==> src/design/iot_pkg.sv <==
// Shared constants and types for the programmable I/O tile storage logic.
package iot_pkg;

    // Storage elements in one tile: two per path, three paths.
    localparam int unsigned ELEM_COUNT = 6;
    // Element index of the first register of each path.
    localparam int unsigned IN_BASE = 0;
    localparam int unsigned OUT_BASE = 2;
    localparam int unsigned TRI_BASE = 4;
    // Stages of the pin synchroniser.
    localparam int unsigned SYNC_STAGES = 2;

    // Set/reset modes of one storage element.
    localparam logic [1:0] SRM_NONE = 2'h0;
    localparam logic [1:0] SRM_SET = 2'h1;
    localparam logic [1:0] SRM_RESET = 2'h2;
    localparam logic [1:0] SRM_BOTH = 2'h3;
    // Bit positions inside a set/reset mode code.
    localparam int unsigned SRM_SET_BIT = 0;
    localparam int unsigned SRM_RST_BIT = 1;

    // Bit positions of the control polarity vector.
    localparam int unsigned POL_CLK0 = 0;
    localparam int unsigned POL_CLK1 = 1;
    localparam int unsigned POL_ICE = 2;
    localparam int unsigned POL_OCE = 3;
    localparam int unsigned POL_TCE = 4;
    localparam int unsigned POL_SR = 5;
    localparam int unsigned POL_REV = 6;
    localparam int unsigned POL_WIDTH = 7;

    // Drive current codes 2, 4, 6, 8, 12, 16, 24 mA; 24 mA is the top code.
    localparam logic [2:0] DRIVE_MAX_CODE = 3'h6;
    localparam logic [2:0] DRIVE_RESET = 3'h3;

    // Route of the output value or three-state control to the pad buffer.
    typedef enum logic [1:0] {
        ROUTE_DIRECT = 2'b00,
        ROUTE_SINGLE = 2'b01,
        ROUTE_DDR    = 2'b10
    } iot_route_type;

    // Signalling configuration families that change the tile's options.
    typedef enum logic [2:0] {
        STD_LVTTL     = 3'b000,
        STD_LVCMOS    = 3'b001,
        STD_PCI       = 3'b010,
        STD_CI_CMOS   = 3'b011,
        STD_HALF_CMOS = 3'b100,
        STD_OTHER     = 3'b101
    } iot_std_type;

endpackage

==> src/design/iot_elem_if.sv <==
// Signals that join the tile to one of its storage elements.
`timescale 1ns/1ps
`default_nettype none
interface iot_elem_if;
    logic d;        // Data to capture.
    logic clkLevel; // Element clock level after polarity.
    logic clkRise;  // One-cycle pulse on the element clock's active edge.
    logic ce;       // Clock enable after polarity.
    logic srAct;    // Shared set/reset input after polarity.
    logic revAct;   // Opposite state input after polarity.
    logic q;        // Stored value.
    modport store (input d, clkLevel, clkRise, ce, srAct, revAct, output q);
    modport tile (output d, clkLevel, clkRise, ce, srAct, revAct, input q);
endinterface
`default_nettype wire

==> src/design/iot_store_elem.sv <==
// One configurable storage element: flip-flop or latch with set/reset.
`timescale 1ns/1ps
`default_nettype none
module iot_store_elem
    import iot_pkg::*;
(
    // Clock and reset.
    input  wire logic       sys_clk,
    input  wire logic       resetn,
    // Element configuration.
    input  wire logic       latchMode,
    input  wire logic [1:0] srMode,
    input  wire logic       forceHigh,
    input  wire logic       initOverride,
    input  wire logic       initOne,
    input  wire logic       asyncSr,
    // Data and control from the tile.
    iot_elem_if.store       el
);
    import iot_pkg::*;

    logic qReg;   // Stored value.
    logic qNext;  // Value for the next edge.

    // Capture window: an edge for a flip-flop, the high level for a latch.
    wire captureEvt = latchMode ? el.clkLevel : el.clkRise;
    // the opposite state input forces the complement of the set/reset value.
    wire wantOne = (el.srAct & forceHigh) | (el.revAct & ~forceHigh);
    wire wantZero = (el.srAct & ~forceHigh) | (el.revAct & forceHigh);
    // only the modes that are configured may act.
    wire setReq = srMode[SRM_SET_BIT] & wantOne;
    wire rstReq = srMode[SRM_RST_BIT] & wantZero;
    // synchronous or asynchronous timing comes from the tile.
    wire srWindow = asyncSr | captureEvt;
    // initial value follows the force attribute unless overridden.
    wire initVal = initOverride ? initOne : forceHigh;

    // Next value; reset beats set, and set/reset beat data.
    always_comb begin
        qNext = qReg;
        if (srWindow && rstReq) begin
            qNext = 1'b0;
        end else if (srWindow && setReq) begin
            qNext = 1'b1;
        end else if (captureEvt && el.ce) begin
            qNext = el.d;
        end
    end

    // State register; configuration reset loads the initial value.
    always_ff @(posedge sys_clk) begin
        if (!resetn) begin
            qReg <= initVal;
        end else begin
            qReg <= qNext;
        end
    end

    assign el.q = qReg;

    // Reset wins whenever both requests are active in the window.
    reset_wins_a: assert property (@(posedge sys_clk) disable iff (!resetn)
        (srWindow && rstReq && setReq) |=> !qReg)
        else $error("Set beat reset in one storage element.");

    // Without an enabled capture or set/reset the value holds.
    elem_hold_a: assert property (@(posedge sys_clk) disable iff (!resetn)
        (!(srWindow && (rstReq || setReq)) && !(captureEvt && el.ce)) |=> $stable(qReg))
        else $error("Storage element changed without cause.");

    // After configuration reset the element holds its initial value.
    init_value_a: assert property (@(posedge sys_clk)
        !resetn |=> (qReg == $past(initVal)))
        else $error("Initial value not loaded.");

endmodule
`default_nettype wire

==> src/design/iot_tile.sv <==
// I/O tile: six storage elements, path routing, pad and resistor control.
`timescale 1ns/1ps
`default_nettype none
module iot_tile
    import iot_pkg::*;
(
    // Clock and reset.
    input  wire logic                      sys_clk,
    input  wire logic                      resetn,
    // Configuration state.
    input  wire logic                      configDone,
    // Fabric clocks of the two DDR phases and pad input, asynchronous.
    input  wire logic                      fabricClk0,
    input  wire logic                      fabricClk1,
    input  wire logic                      padIn,
    // Fabric controls.
    input  wire logic                      inputClockEnable,
    input  wire logic                      outputClockEnable,
    input  wire logic                      tristateClockEnable,
    input  wire logic [2:0]                enableUsed,
    input  wire logic                      setResetInput,
    input  wire logic                      oppositeStateInput,
    input  wire logic [POL_WIDTH-1:0]      invertCtrl,
    // Fabric data.
    input  wire logic                      outData0,
    input  wire logic                      outData1,
    input  wire logic                      triData0,
    input  wire logic                      triData1,
    input  wire logic                      forwardClock,
    // Element attributes.
    input  wire logic [ELEM_COUNT-1:0]     latchMode,
    input  wire logic [2*ELEM_COUNT-1:0]   srMode,
    input  wire logic [ELEM_COUNT-1:0]     forceHighAttr,
    input  wire logic [ELEM_COUNT-1:0]     initOverride,
    input  wire logic [ELEM_COUNT-1:0]     powerOnOne,
    input  wire logic                      asyncSr,
    // Routing and pad options.
    input  wire iot_pkg::iot_route_type    outRoute,
    input  wire iot_pkg::iot_route_type    triRoute,
    input  wire iot_pkg::iot_std_type      ioStd,
    input  wire logic                      diffPair,
    input  wire logic                      pullUpSel,
    input  wire logic                      pullDownSel,
    input  wire logic                      keeperSel,
    input  wire logic [2:0]                driveSel,
    input  wire logic                      fastSlewSel,
    // Fabric-side results.
    output logic                           inDirect,
    output logic                           inQ0,
    output logic                           inQ1,
    // Pad side.
    output logic                           padOut,
    output logic                           padOe,
    output logic                           padOutN,
    output logic                           padOeN,
    output logic                           pullUpOn,
    output logic                           pullDownOn,
    output logic                           keeperOn,
    output logic                           keeperLevel,
    output logic [2:0]                     driveCode,
    output logic                           fastSlew,
    output logic                           driveCtrlValid
);
    import iot_pkg::*;

    // Two-flop synchronisers; stage one is read only by stage two.
    logic [SYNC_STAGES-1:0] clk0Sync_reg;
    logic [SYNC_STAGES-1:0] clk1Sync_reg;
    logic [SYNC_STAGES-1:0] padSync_reg;
    logic                   clk0Prev_reg;  // Previous polarity-adjusted clock 0.
    logic                   clk1Prev_reg;  // Previous polarity-adjusted clock 1.
    logic                   padOut_reg;    // Registered pad value.
    logic                   padOe_reg;     // Registered output enable.
    logic                   keeper_reg;    // Last driven or seen pad level.
    logic                   keeper_next;

    // each control input passes its own polarity select.
    wire clk0Lvl = clk0Sync_reg[1] ^ invertCtrl[POL_CLK0];
    wire clk1Lvl = clk1Sync_reg[1] ^ invertCtrl[POL_CLK1];
    wire srAct = setResetInput ^ invertCtrl[POL_SR];
    wire revAct = oppositeStateInput ^ invertCtrl[POL_REV];
    // the same active edge type on each of the two phase clocks.
    wire clk0Rise = clk0Lvl & ~clk0Prev_reg;
    wire clk1Rise = clk1Lvl & ~clk1Prev_reg;
    // an unused enable counts as asserted.
    wire iceAct = ~enableUsed[0] | (inputClockEnable ^ invertCtrl[POL_ICE]);
    wire oceAct = ~enableUsed[1] | (outputClockEnable ^ invertCtrl[POL_OCE]);
    wire tceAct = ~enableUsed[2] | (tristateClockEnable ^ invertCtrl[POL_TCE]);
    // clock forwarding launches one then zero through the output pair.
    wire oD0 = forwardClock ? 1'b1 : outData0;
    wire oD1 = forwardClock ? 1'b0 : outData1;

    // Synchroniser and edge history registers.
    always_ff @(posedge sys_clk) begin
        if (!resetn) begin
            clk0Sync_reg <= '0;
            clk1Sync_reg <= '0;
            padSync_reg  <= '0;
            clk0Prev_reg <= 1'b0;
            clk1Prev_reg <= 1'b0;
        end else begin
            clk0Sync_reg <= {clk0Sync_reg[0], fabricClk0};
            clk1Sync_reg <= {clk1Sync_reg[0], fabricClk1};
            padSync_reg  <= {padSync_reg[0], padIn};
            clk0Prev_reg <= clk0Lvl;
            clk1Prev_reg <= clk1Lvl;
        end
    end

    // Per-element data and enable selection.
    wire [ELEM_COUNT-1:0] elemD = {triData1, triData0, oD1, oD0,
                                   padSync_reg[1], padSync_reg[1]};
    wire [2:0]            pairCe = {tceAct, oceAct, iceAct};
    logic [ELEM_COUNT-1:0] elemQ;

    // six storage elements; even ones on clock 0, odd ones on clock 1.
    genvar gi;
    generate
        for (gi = 0; gi < ELEM_COUNT; gi = gi + 1) begin : gElem
            iot_elem_if link ();
            // alternate elements of a pair use the antiphase clock.
            assign link.clkLevel = (gi % 2 == 0) ? clk0Lvl : clk1Lvl;
            assign link.clkRise  = (gi % 2 == 0) ? clk0Rise : clk1Rise;
            assign link.d        = elemD[gi];
            assign link.ce       = pairCe[gi/2];
            assign link.srAct    = srAct;
            assign link.revAct   = revAct;
            assign elemQ[gi]     = link.q;
            // one timing choice for all six, attributes per element.
            iot_store_elem uElem (
                .sys_clk      (sys_clk),
                .resetn       (resetn),
                .latchMode    (latchMode[gi]),
                .srMode       (srMode[2*gi +: 2]),
                .forceHigh    (forceHighAttr[gi]),
                .initOverride (initOverride[gi]),
                .initOne      (powerOnOne[gi]),
                .asyncSr      (asyncSr),
                .el           (link.store)
            );
        end
    endgenerate

    // route selection for output value and three-state control.
    // in DDR mode clock 0 high selects its register, else the other.
    wire outSel = (outRoute == ROUTE_DDR) ? (clk0Lvl ? elemQ[OUT_BASE] : elemQ[OUT_BASE+1])
                : (outRoute == ROUTE_SINGLE) ? elemQ[OUT_BASE] : outData0;
    wire triSel = (triRoute == ROUTE_DDR) ? (clk0Lvl ? elemQ[TRI_BASE] : elemQ[TRI_BASE+1])
                : (triRoute == ROUTE_SINGLE) ? elemQ[TRI_BASE] : triData0;
    // no drive until configuration is done; high three-state means off.
    wire oeSel = configDone & ~triSel;

    // keeper exists only for LVTTL, LVCMOS and PCI.
    wire keeperStd = (ioStd == STD_LVTTL) | (ioStd == STD_LVCMOS) | (ioStd == STD_PCI);
    // drive and slew control only for LVTTL and LVCMOS.
    wire driveStd = (ioStd == STD_LVTTL) | (ioStd == STD_LVCMOS);
    wire [2:0] driveLim = (driveSel > DRIVE_MAX_CODE) ? DRIVE_MAX_CODE : driveSel;

    // keeper follows the driven level, else holds the sampled pad.
    always_comb begin
        keeper_next = keeper_reg;
        if (padOe_reg) begin
            keeper_next = padOut_reg;
        end else if (!keeperOn) begin
            keeper_next = padSync_reg[1];
        end
    end

    // Registered pad outputs.
    always_ff @(posedge sys_clk) begin
        if (!resetn) begin
            padOut_reg <= 1'b0;
            padOe_reg  <= 1'b0;
            keeper_reg <= 1'b0;
        end else begin
            padOut_reg <= outSel;
            padOe_reg  <= oeSel;
            keeper_reg <= keeper_next;
        end
    end

    // a tile may input and output; a pair adds the complement leg.
    assign inDirect = padSync_reg[1];
    assign inQ0 = elemQ[IN_BASE];
    assign inQ1 = elemQ[IN_BASE+1];
    assign padOut = padOut_reg;
    assign padOe = padOe_reg;
    assign padOutN = diffPair & ~padOut_reg;
    assign padOeN = diffPair & padOe_reg;
    // pulls in any standard, inactive before configuration.
    assign pullUpOn = configDone & pullUpSel;
    assign pullDownOn = configDone & pullDownSel & ~pullUpSel;
    // a selected pull overrides the keeper.
    assign keeperOn = configDone & keeperSel & keeperStd & ~pullUpSel & ~pullDownSel;
    assign keeperLevel = keeper_reg;
    assign driveCtrlValid = driveStd;
    assign driveCode = driveStd ? driveLim : DRIVE_RESET;
    assign fastSlew = driveStd & fastSlewSel;

    // Before configuration the pad is never driven.
    unconfig_hiz_a: assert property (@(posedge sys_clk) disable iff (!resetn)
        !$past(configDone) |-> !padOe)
        else $error("Pad driven before configuration.");

    // DDR output value follows the clock 0 phase, one cycle later.
    ddr_phase_a: assert property (@(posedge sys_clk) disable iff (!resetn)
        (outRoute == ROUTE_DDR) ##1 (outRoute == ROUTE_DDR) |->
        padOut == ($past(clk0Lvl) ? $past(elemQ[OUT_BASE]) : $past(elemQ[OUT_BASE+1])))
        else $error("DDR pad value from wrong register.");

    // Pulls override the keeper and the keeper needs a capable standard.
    keeper_prec_a: assert property (@(posedge sys_clk) disable iff (!resetn)
        keeperOn |-> !(pullUpOn || pullDownOn) && keeperStd)
        else $error("Keeper active against a pull or standard.");

    // Drive control never exceeds the top current code.
    drive_limit_a: assert property (@(posedge sys_clk) disable iff (!resetn)
        (driveCode <= DRIVE_MAX_CODE) && (!fastSlew || driveStd))
        else $error("Drive control out of range or unavailable.");

    // Forwarded clock: the clock 0 output register launches one on clock 0's edge.
    fwd_clock_a: assert property (@(posedge sys_clk) disable iff (!resetn)
        (forwardClock && clk0Rise && oceAct && srMode[2*OUT_BASE +: 2] == SRM_NONE)
        |=> elemQ[OUT_BASE])
        else $error("Forwarded clock high phase not captured.");

endmodule
`default_nettype wire

==> config.mk <==
export PLATFORM = sky130hd
export DESIGN_NAME = iot_tile
export DESIGN_NICKNAME = d
export VERILOG_FILES = /design/src/design/iot_pkg.sv /design/src/design/iot_elem_if.sv /design/src/design/iot_store_elem.sv /design/src/design/iot_tile.sv
export SDC_FILE = /design/constraint.sdc
export NUM_CORES = 1
export LEC_CHECK = 0
export ABC_AREA = 1
export BUFFER_PORTS_ARGS = -buffer_cell sky130_fd_sc_hd__buf_2
export CORE_MARGIN = 4
export CORE_UTILIZATION = 43
export DETAILED_ROUTE_END_ITERATION = 10
export GPL_TIMING_DRIVEN = 0
export PLACE_DENSITY = 0.91
export SYNTH_ARGS = -nofsm -noshare
export SYNTH_HDL_FRONTEND = slang
export SYNTH_SLANG_ARGS = --single-unit
==> constraint.sdc <==
create_clock -name sys_clk -period 1.85 [get_ports sys_clk]
set_clock_uncertainty 0.2 [all_clocks]
set_input_delay 0.185 -clock sys_clk [delete_from_list [all_inputs] [get_ports sys_clk]]
set_output_delay 0.185 -clock sys_clk [all_outputs]
set_load 0.1 [all_outputs]
After elaboration in Yosys (flattened, before gate mapping)
Cells that the tools add are included.
- add/sub/neg operators: 0
- multiply operators: 0
- div/mod/pow operators: 0
- $lt $le $gt $ge: 1
- eq/ne operators: 13
- shift-type cells: 0
- mux-type cells: 48
- bitwise operators: 94
- reduce and logical (&&, ||, !) cells: 19
- operators with widths (operator ; number):
    AND 1 bit ; 49
    2-to-1 mux 1 bit ; 46
    inequality test 4 x 1 -> 1 bit (second input constant) ; 6
    OR 1 bit ; 23
    logical AND 1 bit ; 18
    NOT 1 bit ; 15
    bitwise XOR 1 bit ; 7
    2-to-1 mux 3 bit ; 2
    equality test 2 x 1 -> 1 bit (second input constant) ; 2
    equality test 2 bit (second input constant) ; 2
    equality test 3 x 1 -> 1 bit (second input constant) ; 1
    equality test 3 x 2 -> 1 bit (second input constant) ; 1
    greater-than comparator 3 bit (second input constant) ; 1
    zero test 3 bit ; 1
    inequality test 2 x 1 -> 1 bit (second input constant) ; 1
- register bits after elaboration: 17
- latch bits: 0
- bits in writable memories: 0
- bits in read-only memories: 0
- bits of input ports: 78
- output and inout bits: 16
- word-level logic and storage cells: 189
- memories: 0

Logic depth before layout (Yosys ltp)
- depth after elaboration: 8
- mapped depth: 10

Modules after synthesis
Synthesis repeated with hierarchy kept, for this count alone.
- cells, all modules: 263
- area, all modules: 1502.7 µm²
- modules (own cells, without submodules) (module ; instances ; cells an instance ; area an instance (µm²)):
    iot_store_elem ; 6 ; 25 ; 140.1
    iot_tile ; 1 ; 113 ; 661.9

Worst setup path before layout
Ideal clock, no wire load.
- path kind: input to output
- from: in ioStd[1]
- to: out driveCode[2]
- arrival: 3006 ps
- data required time: 1465 ps
- slack: -1541 ps
- stages on the path: 3
- buffers on the path: 0
- path through: nor2_1 -> inv_1 -> nor2_1
- cells in the longest elaborated chain, start to end: 3
- elaborated cells on any way between the ends: 4
- those cells by class: eq/ne (1); mux (1); bitwise (1); reduce/logical (1)
- RTL lines (what ; RTL line ; RTL):
    start: declaration ; iot_tile.sv:40 ; input wire iot_pkg::iot_std_type ioStd,
    equality test 3 x 1 -> 1 bit or zero test 3 bit (tied branches) ; iot_tile.sv:156 ; wire driveStd = (ioStd == STD_LVTTL) | (ioStd == STD_LVCMOS);
    OR 1 bit * ; iot_tile.sv:156 ;
    2-to-1 mux 3 bit * ; iot_tile.sv:197 ; assign driveCode = driveStd ? driveLim : DRIVE_RESET;
    end: declaration ; iot_tile.sv:60 ; output logic [2:0] driveCode,
Every way passes the cells marked *; elsewhere a longest branch is shown, timed or not.

Final worst setup path
- from: in triRoute[0]
- to: reg padOe_reg (netlist: padOe)
- cells in the longest elaborated chain, start to end: 5
- elaborated cells on any way between the ends: 6
- those cells by class: eq/ne (2); mux (2); bitwise (2)
- RTL lines (what ; RTL line ; RTL):
    start: declaration ; iot_tile.sv:39 ; input wire iot_pkg::iot_route_type triRoute,
    equality test 2 x 1 -> 1 bit ; iot_tile.sv:149 ; : (triRoute == ROUTE_SINGLE) ? elemQ[TRI_BASE] : triData0;
    2-to-1 mux 1 bit ; iot_tile.sv:149 ;
    2-to-1 mux 1 bit * ; iot_tile.sv:148 ; wire triSel = (triRoute == ROUTE_DDR) ? (clk0Lvl ? elemQ[TRI_BASE] : elemQ[TRI_BASE+1])
    NOT 1 bit * ; iot_tile.sv:151 ; wire oeSel = configDone & ~triSel;
    AND 1 bit * ; iot_tile.sv:151 ;
    end signal: assignment ; iot_tile.sv:177 ; padOe_reg <= oeSel;
    end: declaration ; iot_tile.sv:73 ; logic padOe_reg;
Marked as above.
A chain may end at the register's enable or synchronous reset.

==> flow_metrics.py <==
metrics = {
    "setup_path": {
        "crit_fanout": 2,
        "critPathKind": "in2reg",
        "critPathSlowestCell": "dlygate4sd3_1",
        "startpoint_type": "input port",
        "cp.required_ps": 1860,
        "path_cells": "dlygate4sd3_1, buf_2, nand2_2, a21oi_2, o21ai_1, nand3_1, dlygate4sd3_1, a21oi_2",
        "worstPathArrival_ps": 1770,
        "end_kind": "flop",
        "r2r_cells": 8,
        "reg2reg_to": "gElem[0].uElem.el.q",
        "r2r_setup_slack_ps": 300,
        "reg2reg_from": "clk0Sync_reg[1]",
        "critPathMaxStageDelay_ps": 570,
    },
    "power_and_ir_drop": {
        "powerDensity_nw_per_um2": 539,
        "power.leakage_nw": 1.38,
        "power_mw": 1.21,
        "peakVddDrop_mv": 0.326,
    },
    "grt": {
        "grt_overflow": 0,
        "grt_usage": 0.208,
        "grt_max_degree": 12,
        "grt_pass1_vias": 1818,
        "grt_pass1_wl_um": 7340,
        "grt_antenna_before_repair": 0,
    },
    "logic_synthesis": {
        "synth_top_area_frac": 0.181,
        "synth_top_area_cell": "nand2_1",
        "avgSynthCellArea_um2": 5.78,
        "synthTopCellsByArea": "nand2_1 (18%), dfxtp_1 (14%), nand3_1 (12%)",
        "yosysSeqAreaShare": 0.261,
        "syn_inst": 265,
        "synth.distinct_cells": 22,
        "syn-num-nets": 343,
        "ys_ff_latch": 17,
        "yosys_warnings": 0,
        "netlist_area_um2": 1530,
    },
    "timing": {
        "slew_violations": 0,
        "fin_crit_sh": 0.950,
        "worst_slack_ps": 92.9,
        "worstMarginPinSlew_ps": 492,
        "max_slew_margin": 0.674,
        "layout_min_cycle_time_ps": 1760,
        "hold_viol": 0,
        "clock.fmax_mhz": 569,
        "rsz0062_at_grt": "false",
        "fin_tns_setup_ps": 0,
        "setup_viol": 0,
    },
    "floorplan": {
        "rows": 21,
        "die_width_um": 67.7,
        "start_util": 0.452,
        "coreArea_um2": 3390,
        "die_area_um2": 4580,
        "dieHeight_um": 67.7,
        "top_level_ports": 94,
    },
    "final_layout": {
        "finish.utilization": 0.660,
        "diodes": 0,
        "final_layout_size_suffix_gt1_frac": 0.379,
        "nNetsFinal": 451,
        "largest_reg_flops": 6,
        "area_delta_synth_final_pct": 46.0,
    },
    "route": {
        "wirelength_um": 4640,
        "drt-wirelength-per-cell_um": 11.1,
        "ant_nets": 0,
        "drcViolationCount": 0,
        "viasPerCell": 4.73,
        "vias": 1979,
        "dr.first_iter.drc_count": 100,
        "first_pass_iters": 5,
    },
    "run_status": {
        "outcome": "completed",
    },
    "placement": {
        "place_ws_ps": 337,
        "place.gp.congestion": 0.878,
        "hpwl_um": 3760,
        "portBuffers": 92,
    },
    "hold_path": {
        "min_to": "keeperLevel",
        "hp-class": "in2reg",
        "worstHoldStart": "ioStd[0]",
        "holdPathStages": 4,
    },
    "clock_tree": {
        "path_clk_slew_ps": 120,
        "cts_buffers": 3,
        "cts_tree": "done",
        "cts_root_buf": "clkbuf_4",
        "clk_path_buf_depth": 2,
        "htree_levels": 1,
        "clock_sinks": 17,
        "clkLatencyLatePin_ps": 300,
    },
    "job": {
        "maxCapViolCount": 0,
    },
}
==> cell usage in the layout, fill, tap and decap left out, types with 2 or more instances in the layout <==
cell type / instances
nand3_2: 6
xnor2_1: 3
buf_2: 94
inv_2: 12
o21ai_0: 9
dfxtp_1: 10
clkbuf_4: 3
nand2_2: 11
nor2_4: 4
a21oi_1: 4
nor2_1: 17
buf_4: 2
nand2_1: 73
nand3_1: 38
edfxtp_1: 6
a21oi_2: 2
nand4_1: 8
dlygate4sd3_1: 11
inv_1: 48
o21ai_1: 2
==> Yosys cell counts (all sizes together) <==
| cell type | count |
|---|---|
| and2 | 1 |
| buf | 5 |
| o21ai | 11 |
| nor2 | 22 |
| a21oi | 6 |
| o211ai | 1 |
| and3 | 1 |
| nand3 | 44 |
| nand2 | 84 |
| nand4 | 8 |
| nor3 | 1 |
| inv | 60 |
| xnor2 | 3 |
| clkinv | 1 |
| dfxtp | 11 |
| edfxtp | 6 |
==> power by group <==
part / switching (mW) / total, mW / internal [mW] / leakage [nW]
registers: 0.0151 / 0.439 / 0.424 / 0.155
logic: 0.361 / 0.546 / 0.184 / 1.21
clock network: 0.137 / 0.221 / 0.0837 / 0.0183
total: 0.514 / 1.21 / 0.692 / 1.38
==> cell families (layout without fill, tap and decap cells) <==
family,after synthesis,after routing,share of synthesized area
xor gates and xnor gates,3,3,0.0171
and+or+nand+nor,161,161,0.485
AOI/OAI and AO/OA,18,18,0.0604
DFF,17,17,0.261
buffers and inverters,66,173,0.176
==> worst max-delay path: cells and delay by family <==
family,cells,cell delay (ps)
buffers and inverters,3,1230
AOI/OAI and AO/OA,3,220
and+or+nand+nor,2,130
==> repair_timing <==
item / in CTS / in global routing
setup endpoints to repair: 0 / 1
gates resized for setup: 0 / 6
endpoints found under the hold margin: 8 / 0
hold buffers: 11 / 0
buffers inserted: 0 / 0
==> area by class of cell <==
type                    instances  area, µm²
inverters                      61        230
well taps                      46       57.6
repair buffers                103        571
clock buffers                   3       22.5
fillers                       336       1150
clock inverters                 1       6.26
flip-flops and latches         17        402
plain buffers                   5       40.0
multi-input cells             182        910
==> worst max-delay path by stage <==
stage | slack, ps | end | from | depth (start not counted)
after floorplan | -260 | driveCode[2] | ioStd[1] | 3
after global placement | 380 | gElem[3].uElem.el.q | clk1Sync_reg[1] | 8
after detailed placement | 340 | gElem[3].uElem.el.q | clk1Sync_reg[1] | 8
after CTS | 40 | padOe | triRoute[0] | 8
after global routing | 20 | padOe | triRoute[0] | 8
final | 90 | padOe | triRoute[0] | 8
==> metrics by stage <==
step	instances	hold slack, ps	cell area, µm²
global route	418	27.1	2240
detailed placement	403	173	2080
CTS	418	7.21	2220
finish	418	21.9	2240
floorplan	265	82.6	1560
global placement	403	168	2080
==> per-layer routing <==
| metal | vias up | share of wire | GRT usage |
|---|---|---|---|
| met1 | 858 | 0.37 | 0.235 |
| met5 | - | 0 | 0 |
| met3 | 6 | 0.089 | 0.0449 |
| li1 | 1041 | - | - |
| met2 | 74 | 0.52 | 0.391 |
| met4 | 0 | 0.014 | 0.0481 |
Power figures use the tool's default switching activity.
